### src/core/lintmc_pkg.sv
// Package for the LIN transceiver operating-mode controller
package lintmc_pkg;

  // Clock and timebase
  localparam int unsigned CLK_PERIOD_NS  = 50;
  localparam int unsigned TICK_PERIOD_NS = 1000;
  localparam int unsigned TICK_CYCLES    = TICK_PERIOD_NS / CLK_PERIOD_NS;
  localparam int unsigned TIME_W         = 16;

  // Hold and filter times in ticks
  localparam logic [15:0] MODE_HOLD_US_RST  = 16'h0064;
  localparam logic [15:0] RELEASE_US_RST    = 16'h000a;
  localparam logic [15:0] BUS_FILT_US_RST   = 16'h001e;
  localparam logic [15:0] LOCAL_FILT_US_RST = 16'h001e;
  localparam logic [15:0] FLASH_EN_LOW_US   = 16'h0014;
  localparam logic [15:0] FLASH_EDGE_US     = 16'h0005;
  localparam logic [15:0] FLASH_EDGE2_US    = 16'h0005;

  // Register byte offsets
  localparam logic [31:0] STATUS_OFFSET     = 32'h0000_0000;
  localparam logic [31:0] MODE_HOLD_OFFSET  = 32'h0000_0004;
  localparam logic [31:0] RELEASE_OFFSET    = 32'h0000_0008;
  localparam logic [31:0] BUS_FILT_OFFSET   = 32'h0000_000c;
  localparam logic [31:0] LOCAL_FILT_OFFSET = 32'h0000_0010;

  // Status field positions
  localparam int unsigned STAT_STATE_LSB = 0;
  localparam int unsigned STAT_FLASH_BIT = 4;
  localparam int unsigned STAT_CAUSE_LSB = 5;
  localparam int unsigned STAT_REL_BIT   = 7;
  localparam int unsigned STAT_ARMED_BIT = 8;

  // AXI responses
  localparam logic [1:0] RESP_OKAY   = 2'h0;
  localparam logic [1:0] RESP_SLVERR = 2'h2;

  // Standby entry cause: {receive level, transmit level}
  localparam logic [1:0] CAUSE_PWR   = 2'h2;
  localparam logic [1:0] CAUSE_BUS   = 2'h1;
  localparam logic [1:0] CAUSE_LOCAL = 2'h0;

  // Hold timer indices
  localparam int unsigned TMR_EN    = 0;
  localparam int unsigned TMR_MODE  = 1;
  localparam int unsigned TMR_BUS   = 2;
  localparam int unsigned TMR_LOCAL = 3;
  localparam int unsigned TMR_REL   = 4;
  localparam int unsigned TMR_NUM   = 5;

  typedef enum logic [3:0] {
    ST_NORMAL  = 4'b0001,
    ST_STANDBY = 4'b0010,
    ST_SLEEP   = 4'b0100,
    ST_STOP    = 4'b1000
  } lintmc_state_type;

  typedef struct packed {
    logic        awvalid;
    logic [31:0] awaddr;
    logic        wvalid;
    logic [31:0] wdata;
    logic [3:0]  wstrb;
    logic        bready;
    logic        arvalid;
    logic [31:0] araddr;
    logic        rready;
  } lintmc_axi_req_type;

  typedef struct packed {
    logic        awready;
    logic        wready;
    logic        bvalid;
    logic [1:0]  bresp;
    logic        arready;
    logic        rvalid;
    logic [31:0] rdata;
    logic [1:0]  rresp;
  } lintmc_axi_resp_type;

endpackage : lintmc_pkg

### src/core/lintmc_hold_timer.sv
// Hold timer over timebase ticks
`timescale 1ns/1ns
`default_nettype none
module lintmc_hold_timer
  import lintmc_pkg::*;
(
  // Clock and reset
  input  wire logic              core_clk_i,
  input  wire logic              resetn_i,
  // Control
  input  wire logic              tick_i,
  input  wire logic              run_i,
  input  wire logic [TIME_W-1:0] limit_i,
  // Result
  output logic                   reached_o
);
  import lintmc_pkg::*;

  logic [TIME_W-1:0] count;
  logic [TIME_W-1:0] next_count;
  wire               at_max = &count;

  // Saturating tick count
  assign next_count = !run_i ? '0 :
                      (tick_i && !at_max) ? count + 1'b1 : count;

  always_ff @(posedge core_clk_i or negedge resetn_i) begin
    if (!resetn_i) begin
      count <= '0;
    end else begin
      count <= next_count;
    end
  end

  assign reached_o = run_i && (count >= limit_i);

endmodule : lintmc_hold_timer
`default_nettype wire

### src/core/lintmc_mode_ctrl.sv
// Operating-mode controller of a LIN transceiver with register access
//
// Overview of operation
// Four major states: normal, stand-by, sleep, stop
// Normal has slope-controlled and flash sub-modes
// Enable and transmit pins select the state
// Normal: transmit input, receive follows bus, regulator on
// Enable low, transmit high, hold time: sleep
// Enable low, transmit low, hold time: stop
// Power-up lands in stand-by automatically
// Stand-by plus enable high gives normal
// Bus wake from sleep/stop gives stand-by
// Local wake from sleep/stop gives stand-by
// Undervoltage forces stand-by from any state
// Stand-by: regulator on, bus stage off, terminated
// Stand-by pins drive the entry cause code
// Wake-up logic disabled while in stand-by
// Transmit low drives dominant; receive follows bus
// Normal entry lands slope-controlled; flash only from it
// Stage recessive until transmit high for release time
// Flash disables slope control, paths stay active
// Enable low pulse with transmit edges toggles flash
// Enable low otherwise leads to sleep or stop
// Slope control re-enabled on every normal entry
// Enable high past hold time: sleep/stop to normal
// Stop to sleep with transmit high for hold
// Bus wake: dominant past filter, acts on rise
// Local wake: low past filter, short pulses ignored
// All durations counted on a timebase, configurable; flash toggle times are fixed constants here
//
// Chosen here: the AXI4-Lite slave port and the register offsets.
`timescale 1ns/1ns
`default_nettype none
module lintmc_mode_ctrl
  import lintmc_pkg::*;
(
  // Clock and reset
  input  wire logic          core_clk_i,
  input  wire logic          resetn_i,
  // Register bus
  input  wire lintmc_pkg::lintmc_axi_req_type  axi_req_i,
  output lintmc_pkg::lintmc_axi_resp_type      axi_resp_o,
  // Host pins
  input  wire logic          enable_i,
  input  wire logic          transmit_in_i,
  output logic               transmit_out_o,
  output logic               transmit_oe_o,
  output logic               receive_out_o,
  output logic               receive_oe_o,
  // Bus and wake pins
  input  wire logic          lin_rx_i,
  output logic               lin_dominant_o,
  output logic               lin_tx_enable_o,
  output logic               bus_receiver_en_o,
  output logic               termination_en_o,
  output logic               slope_ctrl_en_o,
  input  wire logic          local_wake_n_i,
  // Supply
  input  wire logic          vs_undervoltage_i,
  output logic               regulator_en_o
);
  import lintmc_pkg::*;

  //////////////////////////////////////////////////////////////////////////
  // Timebase
  logic [7:0] tick_cnt;
  wire        tick = (tick_cnt == 8'(TICK_CYCLES - 1));

  always_ff @(posedge core_clk_i or negedge resetn_i) begin
    if (!resetn_i) begin
      tick_cnt <= '0;
    end else begin
      tick_cnt <= tick ? 8'h00 : tick_cnt + 8'h01;
    end
  end

  //////////////////////////////////////////////////////////////////////////
  // Configuration registers
  logic [15:0] mode_hold;
  logic [15:0] release_time;
  logic [15:0] bus_filt;
  logic [15:0] local_filt;

  //////////////////////////////////////////////////////////////////////////
  // State
  lintmc_state_type state;
  lintmc_state_type next_state;
  logic             flash_mode;
  logic [1:0]       cause;
  logic [1:0]       next_cause;
  logic             tx_released;
  logic             bus_armed;
  logic             txd_q;
  logic             lin_q;
  logic             en_q;
  logic             rx_data;

  wire is_normal  = (state == ST_NORMAL);
  wire is_standby = (state == ST_STANDBY);
  wire is_sleep   = (state == ST_SLEEP);
  wire is_stop    = (state == ST_STOP);
  wire is_low_pwr = is_sleep || is_stop;
  wire txd_rise   = transmit_in_i && !txd_q;
  wire txd_fall   = !transmit_in_i && txd_q;
  wire lin_rise   = lin_rx_i && !lin_q;
  wire en_rise    = enable_i && !en_q;

  //////////////////////////////////////////////////////////////////////////
  // Hold timers
  logic [TMR_NUM-1:0] tmr_run;
  logic [TMR_NUM-1:0] tmr_hit;
  logic [15:0]        tmr_limit [TMR_NUM];
  wire                state_chg = (next_state != state);

  assign tmr_run[TMR_EN]      = enable_i;
  assign tmr_run[TMR_MODE]    = !enable_i && (transmit_in_i == txd_q);
  assign tmr_run[TMR_BUS]     = is_low_pwr && !lin_rx_i;
  assign tmr_run[TMR_LOCAL]   = is_low_pwr && !local_wake_n_i;
  assign tmr_limit[TMR_EN]    = mode_hold;
  assign tmr_limit[TMR_MODE]  = mode_hold;
  assign tmr_limit[TMR_BUS]   = bus_filt;
  assign tmr_limit[TMR_LOCAL] = local_filt;
  assign tmr_limit[TMR_REL]   = release_time;

  genvar gi;
  generate
    for (gi = 0; gi < TMR_NUM; gi++) begin : g_tmr
      lintmc_hold_timer u_tmr (
        .core_clk_i (core_clk_i),
        .resetn_i   (resetn_i),
        .tick_i     (tick),
        .run_i      (tmr_run[gi]),
        .limit_i    (tmr_limit[gi]),
        .reached_o  (tmr_hit[gi])
      );
    end
  endgenerate

  //////////////////////////////////////////////////////////////////////////
  // Flash toggle
  logic [15:0] en_low_cnt;
  logic [15:0] fall_at;
  logic        fall_seen;
  logic        rise_ok;
  wire         low_phase = is_normal && !enable_i;
  wire         fall_ok   = en_low_cnt >= FLASH_EDGE_US;
  wire         rise_gap  = (en_low_cnt - fall_at) >= FLASH_EDGE2_US;
  wire         flash_tog = is_normal && en_rise && rise_ok &&
                           (en_low_cnt >= FLASH_EN_LOW_US);
  assign tmr_run[TMR_REL] = transmit_in_i && !state_chg && !flash_tog;

  always_ff @(posedge core_clk_i or negedge resetn_i) begin
    if (!resetn_i) begin
      en_low_cnt <= '0;
      fall_at    <= '0;
      fall_seen  <= 1'b0;
      rise_ok    <= 1'b0;
    end else if (!low_phase) begin
      if (enable_i && !en_rise) begin
        en_low_cnt <= '0;
        fall_seen  <= 1'b0;
        rise_ok    <= 1'b0;
      end
    end else begin
      if (tick && !(&en_low_cnt)) begin
        en_low_cnt <= en_low_cnt + 16'h0001;
      end
      if (txd_fall && fall_ok && !fall_seen) begin
        fall_seen <= 1'b1;
        fall_at   <= en_low_cnt;
      end
      if (txd_rise && fall_seen && rise_gap) begin
        rise_ok <= 1'b1;
      end
    end
  end

  //////////////////////////////////////////////////////////////////////////
  // Mode state machine
  always_comb begin
    next_state = state;
    next_cause = cause;
    if (vs_undervoltage_i) begin
      next_state = ST_STANDBY;
      next_cause = CAUSE_PWR;
    end else begin
      case (state)
        ST_NORMAL: begin
          if (tmr_hit[TMR_MODE] && !rise_ok) begin
            next_state = txd_q ? ST_SLEEP : ST_STOP;
          end
        end
        ST_STANDBY: begin
          if (enable_i) begin
            next_state = ST_NORMAL;
          end
        end
        ST_SLEEP, ST_STOP: begin
          if (tmr_hit[TMR_EN]) begin
            next_state = ST_NORMAL;
          end else if (bus_armed && lin_rise) begin
            next_state = ST_STANDBY;
            next_cause = CAUSE_BUS;
          end else if (tmr_hit[TMR_LOCAL]) begin
            next_state = ST_STANDBY;
            next_cause = CAUSE_LOCAL;
          end else if (is_stop && txd_q &&
                       tmr_hit[TMR_MODE]) begin
            next_state = ST_SLEEP;
          end
        end
        default: begin
          next_state = ST_STANDBY;
          next_cause = CAUSE_PWR;
        end
      endcase
    end
  end

  always_ff @(posedge core_clk_i or negedge resetn_i) begin
    if (!resetn_i) begin
      state <= ST_STANDBY;
      cause <= CAUSE_PWR;
    end else begin
      state <= next_state;
      cause <= next_cause;
    end
  end

  // Sub-mode select
  always_ff @(posedge core_clk_i or negedge resetn_i) begin
    if (!resetn_i) begin
      flash_mode <= 1'b0;
    end else if (next_state != ST_NORMAL || !is_normal) begin
      flash_mode <= 1'b0;
    end else if (flash_tog) begin
      flash_mode <= !flash_mode;
    end
  end

  // Bus wake arming
  always_ff @(posedge core_clk_i or negedge resetn_i) begin
    if (!resetn_i) begin
      bus_armed <= 1'b0;
    end else if (!is_low_pwr) begin
      bus_armed <= 1'b0;
    end else if (tmr_hit[TMR_BUS]) begin
      bus_armed <= 1'b1;
    end
  end

  // Output stage release
  always_ff @(posedge core_clk_i or negedge resetn_i) begin
    if (!resetn_i) begin
      tx_released <= 1'b0;
    end else if (state_chg || flash_tog) begin
      tx_released <= 1'b0;
    end else if (tmr_hit[TMR_REL]) begin
      tx_released <= 1'b1;
    end
  end

  // Pin history
  always_ff @(posedge core_clk_i or negedge resetn_i) begin
    if (!resetn_i) begin
      txd_q   <= 1'b0;
      lin_q   <= 1'b1;
      en_q    <= 1'b0;
      rx_data <= 1'b1;
    end else begin
      txd_q   <= transmit_in_i;
      lin_q   <= lin_rx_i;
      en_q    <= enable_i;
      rx_data <= is_standby ? cause[1] : lin_rx_i;
    end
  end

  //////////////////////////////////////////////////////////////////////////
  // Outputs
  assign receive_out_o     = rx_data;
  assign receive_oe_o      = is_normal || is_standby;
  assign transmit_out_o    = cause[0];
  assign transmit_oe_o     = is_standby;
  assign lin_tx_enable_o   = is_normal && tx_released;
  assign lin_dominant_o    = lin_tx_enable_o && !txd_q;
  assign bus_receiver_en_o = is_normal;
  assign termination_en_o  = is_normal || is_standby;
  assign slope_ctrl_en_o   = !flash_mode;
  assign regulator_en_o    = !is_sleep;

  //////////////////////////////////////////////////////////////////////////
  // AXI4-Lite slave
  logic        aw_full;
  logic        w_full;
  logic [31:0] aw_addr;
  logic [31:0] w_data;
  logic [3:0]  w_strb;
  logic        bvalid;
  logic [1:0]  bresp;
  logic        rvalid;
  logic [31:0] rdata;
  logic [1:0]  rresp;
  logic [31:0] rd_mux;
  logic        rd_hit;

  wire awready   = !aw_full && !bvalid;
  wire wready    = !w_full && !bvalid;
  wire aw_take   = axi_req_i.awvalid && awready;
  wire w_take    = axi_req_i.wvalid && wready;
  wire aw_have   = aw_full || aw_take;
  wire w_have    = w_full || w_take;
  wire do_write  = aw_have && w_have && !bvalid;
  wire [31:0] wa = aw_full ? aw_addr : axi_req_i.awaddr;
  wire [31:0] wd = w_full ? w_data : axi_req_i.wdata;
  wire [3:0]  ws = w_full ? w_strb : axi_req_i.wstrb;
  wire wr_hold   = do_write && (wa == MODE_HOLD_OFFSET);
  wire wr_rel    = do_write && (wa == RELEASE_OFFSET);
  wire wr_bus    = do_write && (wa == BUS_FILT_OFFSET);
  wire wr_loc    = do_write && (wa == LOCAL_FILT_OFFSET);
  wire wr_ok     = wr_hold || wr_rel || wr_bus || wr_loc ||
                   (wa == STATUS_OFFSET);
  wire arready   = !rvalid;
  wire ar_take   = axi_req_i.arvalid && arready;

  function automatic logic [15:0] merge(input logic [15:0] old_v,
                                        input logic [31:0] new_v,
                                        input logic [3:0]  strb);
    merge = {strb[1] ? new_v[15:8] : old_v[15:8],
             strb[0] ? new_v[7:0]  : old_v[7:0]};
  endfunction : merge

  wire [31:0] status_word = {23'h000000, bus_armed, tx_released, cause,
                             flash_mode, state};

  always_comb begin
    rd_hit = 1'b1;
    case (axi_req_i.araddr)
      STATUS_OFFSET:     rd_mux = status_word;
      MODE_HOLD_OFFSET:  rd_mux = {16'h0000, mode_hold};
      RELEASE_OFFSET:    rd_mux = {16'h0000, release_time};
      BUS_FILT_OFFSET:   rd_mux = {16'h0000, bus_filt};
      LOCAL_FILT_OFFSET: rd_mux = {16'h0000, local_filt};
      default: begin
        rd_mux = 32'h0000_0000;
        rd_hit = 1'b0;
      end
    endcase
  end

  always_ff @(posedge core_clk_i or negedge resetn_i) begin
    if (!resetn_i) begin
      aw_full <= 1'b0;
      w_full  <= 1'b0;
      aw_addr <= '0;
      w_data  <= '0;
      w_strb  <= '0;
      bvalid  <= 1'b0;
      bresp   <= RESP_OKAY;
    end else begin
      if (do_write) begin
        aw_full <= 1'b0;
        w_full  <= 1'b0;
        bvalid  <= 1'b1;
        bresp   <= wr_ok ? RESP_OKAY : RESP_SLVERR;
      end else begin
        if (aw_take) begin
          aw_full <= 1'b1;
          aw_addr <= axi_req_i.awaddr;
        end
        if (w_take) begin
          w_full <= 1'b1;
          w_data <= axi_req_i.wdata;
          w_strb <= axi_req_i.wstrb;
        end
        if (bvalid && axi_req_i.bready) begin
          bvalid <= 1'b0;
        end
      end
    end
  end

  always_ff @(posedge core_clk_i or negedge resetn_i) begin
    if (!resetn_i) begin
      mode_hold    <= MODE_HOLD_US_RST;
      release_time <= RELEASE_US_RST;
      bus_filt     <= BUS_FILT_US_RST;
      local_filt   <= LOCAL_FILT_US_RST;
    end else begin
      if (wr_hold) mode_hold <= merge(mode_hold, wd, ws);
      if (wr_rel)  release_time <= merge(release_time, wd, ws);
      if (wr_bus)  bus_filt <= merge(bus_filt, wd, ws);
      if (wr_loc)  local_filt <= merge(local_filt, wd, ws);
    end
  end

  always_ff @(posedge core_clk_i or negedge resetn_i) begin
    if (!resetn_i) begin
      rvalid <= 1'b0;
      rdata  <= '0;
      rresp  <= RESP_OKAY;
    end else if (ar_take) begin
      rvalid <= 1'b1;
      rdata  <= rd_mux;
      rresp  <= rd_hit ? RESP_OKAY : RESP_SLVERR;
    end else if (rvalid && axi_req_i.rready) begin
      rvalid <= 1'b0;
    end
  end

  assign axi_resp_o.awready = awready;
  assign axi_resp_o.wready  = wready;
  assign axi_resp_o.bvalid  = bvalid;
  assign axi_resp_o.bresp   = bresp;
  assign axi_resp_o.arready = arready;
  assign axi_resp_o.rvalid  = rvalid;
  assign axi_resp_o.rdata   = rdata;
  assign axi_resp_o.rresp   = rresp;

endmodule : lintmc_mode_ctrl
`default_nettype wire

### config.mk
export PLATFORM = sky130hd
export DESIGN_NAME = lintmc_mode_ctrl
export DESIGN_NICKNAME = d
export VERILOG_FILES = /design/src/core/lintmc_pkg.sv /design/src/core/lintmc_hold_timer.sv /design/src/core/lintmc_mode_ctrl.sv
export SDC_FILE = /design/constraint.sdc
export NUM_CORES = 1
export LEC_CHECK = 0
export BUFFER_PORTS_ARGS = -buffer_cell sky130_fd_sc_hd__buf_2
export CAP_MARGIN = 0
export CELL_PAD_IN_SITES_DETAIL_PLACEMENT = 0
export CELL_PAD_IN_SITES_GLOBAL_PLACEMENT = 1
export CORE_ASPECT_RATIO = 0.6
export CORE_MARGIN = 5
export CORE_UTILIZATION = 30
export DETAILED_ROUTE_END_ITERATION = 10
export PLACE_DENSITY_LB_ADDON = 0.08
export RECOVER_POWER = 25
export SETUP_SLACK_MARGIN = 0.3
export SLEW_MARGIN = 25
export SYNTH_ARGS = -nofsm -noshare
export SYNTH_HDL_FRONTEND = slang
export SYNTH_SLANG_ARGS = --single-unit
### constraint.sdc
create_clock -name core_clk_i -period 2.4 [get_ports core_clk_i]
set_input_delay 0.36 -clock core_clk_i [delete_from_list [all_inputs] [get_ports core_clk_i]]
set_output_delay 0.36 -clock core_clk_i [all_outputs]
set_load 0.02 [all_outputs]
==> flow_summary.yaml <==
run_status:
  status: "finished, violations left"
  violations: "negative setup slack"
layout:
  final-seq-area_um2: 6807
  area_delta_synth_final_pct: 44.86
  instances_no_fill: 2688
  diodes: 0
  fin_nets: 2190
  drive_gt1_share_pct: 45.06
  regMostFlops: "g_tmr.u_tmr.count"
  largest_reg_flops: 80
  largestRegisters: "g_tmr.u_tmr.count x80, aw_addr x32"
  multi_input_area_um2: 9686
  fill_cells: 4974
timing:
  maxSlewViolCount: 0
  rsz0062_at_grt: "yes"
  fin_ws_ns: -0.2836
  finalClockSkew_ns: 0.01992
  period_share_pct: 111.8
  finalCriticalPeriod_ns: 2.684
  max-slew-margin-rel_pct: 6.730
  fmax_ghz: 0.3726
  final_hold_viol_count: 0
  tightest_slew_ns: 1.399
  setup_viol: 84
worst_setup_path:
  cp-start-kind: "register"
  crit_arrival_ns: 3.14
  path_class: "register to register"
  end_kind: "register"
  r2r_slack_ns: -0.28
  worst_ep_required_time_ns: 2.86
  path_max_fanout: 8
floorplanning:
  rows: 64
  die_area_um2: 56640
  io_pins: 163
  fp.dieH_um: 186.4
  start_util_pct: 30.44
  die_w_um: 303.9
  coreArea_um2: 51090
global_routing:
  globalRouteOverflowTotal: 0
  antenna_found_initial: 0
  grt_pass1_vias: 12960
  grt_max_degree: 60
  grt_pass1_wl_mm: 79.34
  track_usage_pct: 17.55
placed_design:
  place_ws_ns: -0.6271
  port_buffers: 126
  dp.cells: 2526
  hpwl_mm: 38.36
  gp_congestion: 0.7912
yosys:
  synthCells: 1521
  yosysUniqueCellTypes: 82
  synth.area.mux_share_pct: 10.46
  synth_compound_area_share_pct: 11.20
  synth_top_family_by_area: "simple AND/OR/NAND/NOR gates"
  syn_area_per_cell_um2: 10.22
  yosysWarningCount: 0
  synthXorXnorAreaFrac_pct: 5.069
  async_flop_share_pct: 100.0
  syn_area_um2: 15550
  synthTopCellsByArea: "dfrtp_1, ha_1, mux2_2, nor2_1, dfstp_2"
  ys.flop_type: "dfrtp_1"
  yosysTopAreaCell: "dfrtp_1"
  yosysSeqAreaShare_pct: 43.75
  yosys.area_share.simple_pct: 16.04
  synth-edff-count: 0
  synth-seq-cells: 271
  synthAdderAreaFrac_pct: 8.658
  synth_top_area_share_pct: 40.88
worst_hold_path:
  hp-class: "input port to register"
drt:
  viasPerCell: 4.830
  drt-initial-drc-count: 701
  drc: 0
  first_pass_iters: 6
  detail-route-antenna-nets: 0
  vias: 12980
  wl_mm: 51.31
  wl_per_cell_um: 19.09
clocking:
  tritoncts: "built"
  clock-sinks: 271
  clk_pin_slew_ns: 0.06
  clkLatencyLatePin_ns: 0.59
  clock_path_buffers: 3
  cts_buffers: 30
  htreeDepth: 1
  root_buffer: "clkbuf_16"
pwr:
  peakVddDrop_uv: 543.8
  power_density_nw_per_um2: 568.9
  p_leak_nw: 10.19
job:
  maxCapViolCount: 0
layout by cell type (no fill, tap or decap), types with 18 or more instances in the layout:
cell	count
mux2_2	86
nor2_1	104
nand2_1	75
ha_1	90
xor2_1	46
buf_6	54
dlygate4sd3_1	20
inv_1	85
buf_2	117
dfrtp_1	251
and2_1	21
a21oi_1	42
and3_1	18
nor2_4	32
xnor2_1	32
buf_4	248
clkbuf_16	33
nand3_1	29
o21ai_0	39
nand4_1	27
nand2_2	19
mux2_4	46
conb_1	18
worst max-delay path, cell delays in order, from the launching register on:
cell      delay [ns]
dfrtp_2         0.48
buf_4           0.18
o21ai_0         0.31
buf_4           0.18
o211ai_1        0.14
or3_4           0.41
or2_4           0.30
nor2_8          0.23
mux2_4          0.32
metal layers:
| layer | up-vias | global-route usage [%] | share of wire (%) |
|---|---|---|---|
| met5 | - | 0 | 0 |
| met4 | 0 | 3.029 | 1.7 |
| met3 | 47 | 2.278 | 3.2 |
| met2 | 159 | 24.78 | 41 |
| met1 | 6464 | 28.59 | 54 |
| li1 | 6312 | - | - |
path summary, 6_finish.rpt:
| check | start | cells past startpoint | endpoint |
|---|---|---|---|
| max in group asynchronous | resetn_i | 3 | g_tmr[3].u_tmr.count[1]$_DFFE_PN0P_ |
| min | axi_req_i[75] | 2 | aw_addr[3]$_DFFE_PN0P_ |
| max reg2reg | aw_full$_DFFE_PN0P_ | 8 | release_time[2]$_DFFE_PN0P_ |
| min reg2reg | fall_at[0]$_DFFE_PN0P_ | 2 | fall_at[0]$_DFFE_PN0P_ |
| max | aw_full$_DFFE_PN0P_ | 8 | release_time[2]$_DFFE_PN0P_ |
| min in group asynchronous | resetn_i | 2 | fall_at[7]$_DFFE_PN0P_ |
cell families (layout without fill, tap and decap cells):
logic type | Yosys count | count (layout)
AO/OA/AOI/OAI | 258 | 258
multiplexers | 140 | 140
flip-flops | 271 | 271
AND/OR/NAND/NOR | 484 | 484
adder cells (fa/ha/maj) | 107 | 107
buffers and inverters | 170 | 627
XOR/XNOR | 90 | 90
other | 1 | 18
final cells by class:
type                    count  area share, %
flip-flops and latches    271          30.22
well taps                 693          3.849
clock buffers              46          3.910
multi-input cells        1097          43.00
repair buffers            467          16.64
clock inverters            10         0.6055
inverters                 104          1.783
through the flow:
| step | area [um2] | TNS [ns] | util [%] | power (mW) | hold slack (ns) |
|---|---|---|---|---|---|
| 2_1_floorplan | 15930 | 0 | - | 6.797 | 0.06441 |
| 3_3_place_gp | 18990 | -35.78 | 37.17 | 7.749 | 0.3138 |
| 3_5_place_dp | 18990 | -35.39 | 37.17 | 7.777 | 0.3147 |
| 4_1_cts | 21550 | -12.50 | 42.17 | 12.92 | 0.0001939 |
| 5_1_grt | 22530 | -23.08 | 44.09 | 13.42 | 0.006709 |
| 6_report | 22530 | -12.98 | 44.09 | 12.82 | 0.03332 |
cell usage after synthesis (4+ instances only):
library cell and instances:
a2111oi_0 7, a211oi_1 5, a21boi_0 5, a21o_1 15
a21oi_1 55, a222oi_1 16, a22o_1 7, a22oi_1 13
a311oi_1 4, a31oi_1 12, and2_1 23, and3_1 27
and4_1 12, buf_2 11, buf_4 25, clkbuf_1 28
dfrtp_1 254, dfstp_2 17, ha_1 106, inv_1 104
mux2_2 116, mux2_4 16, mux2i_1 8, nand2_1 104
nand2b_1 14, nand3_1 39, nand4_1 27, nor2_1 137
nor2_2 4, nor2b_1 12, nor3_1 24, nor4_1 22
o211ai_1 4, o21a_1 8, o21ai_0 66, o31ai_1 5
or3_1 14, xnor2_1 42, xor2_1 48
power breakdown:
group / internal [mW] / switching [mW] / total [mW]
clock network: 2.84 / 2.02 / 4.87
registers: 5.09 / 0.349 / 5.44
logic: 1.15 / 1.36 / 2.51
total: 9.08 / 3.73 / 12.8
repair_timing:
action,4_1_cts,5_1_grt
pin swaps,94,88
endpoints found under the setup margin,157,176
buffers inserted,41,39
cloned,5,1
gates resized for setup,232,161
endpoints found under the hold margin,58,0
hold buffers,20,0
Power figures use the tool's default switching activity.
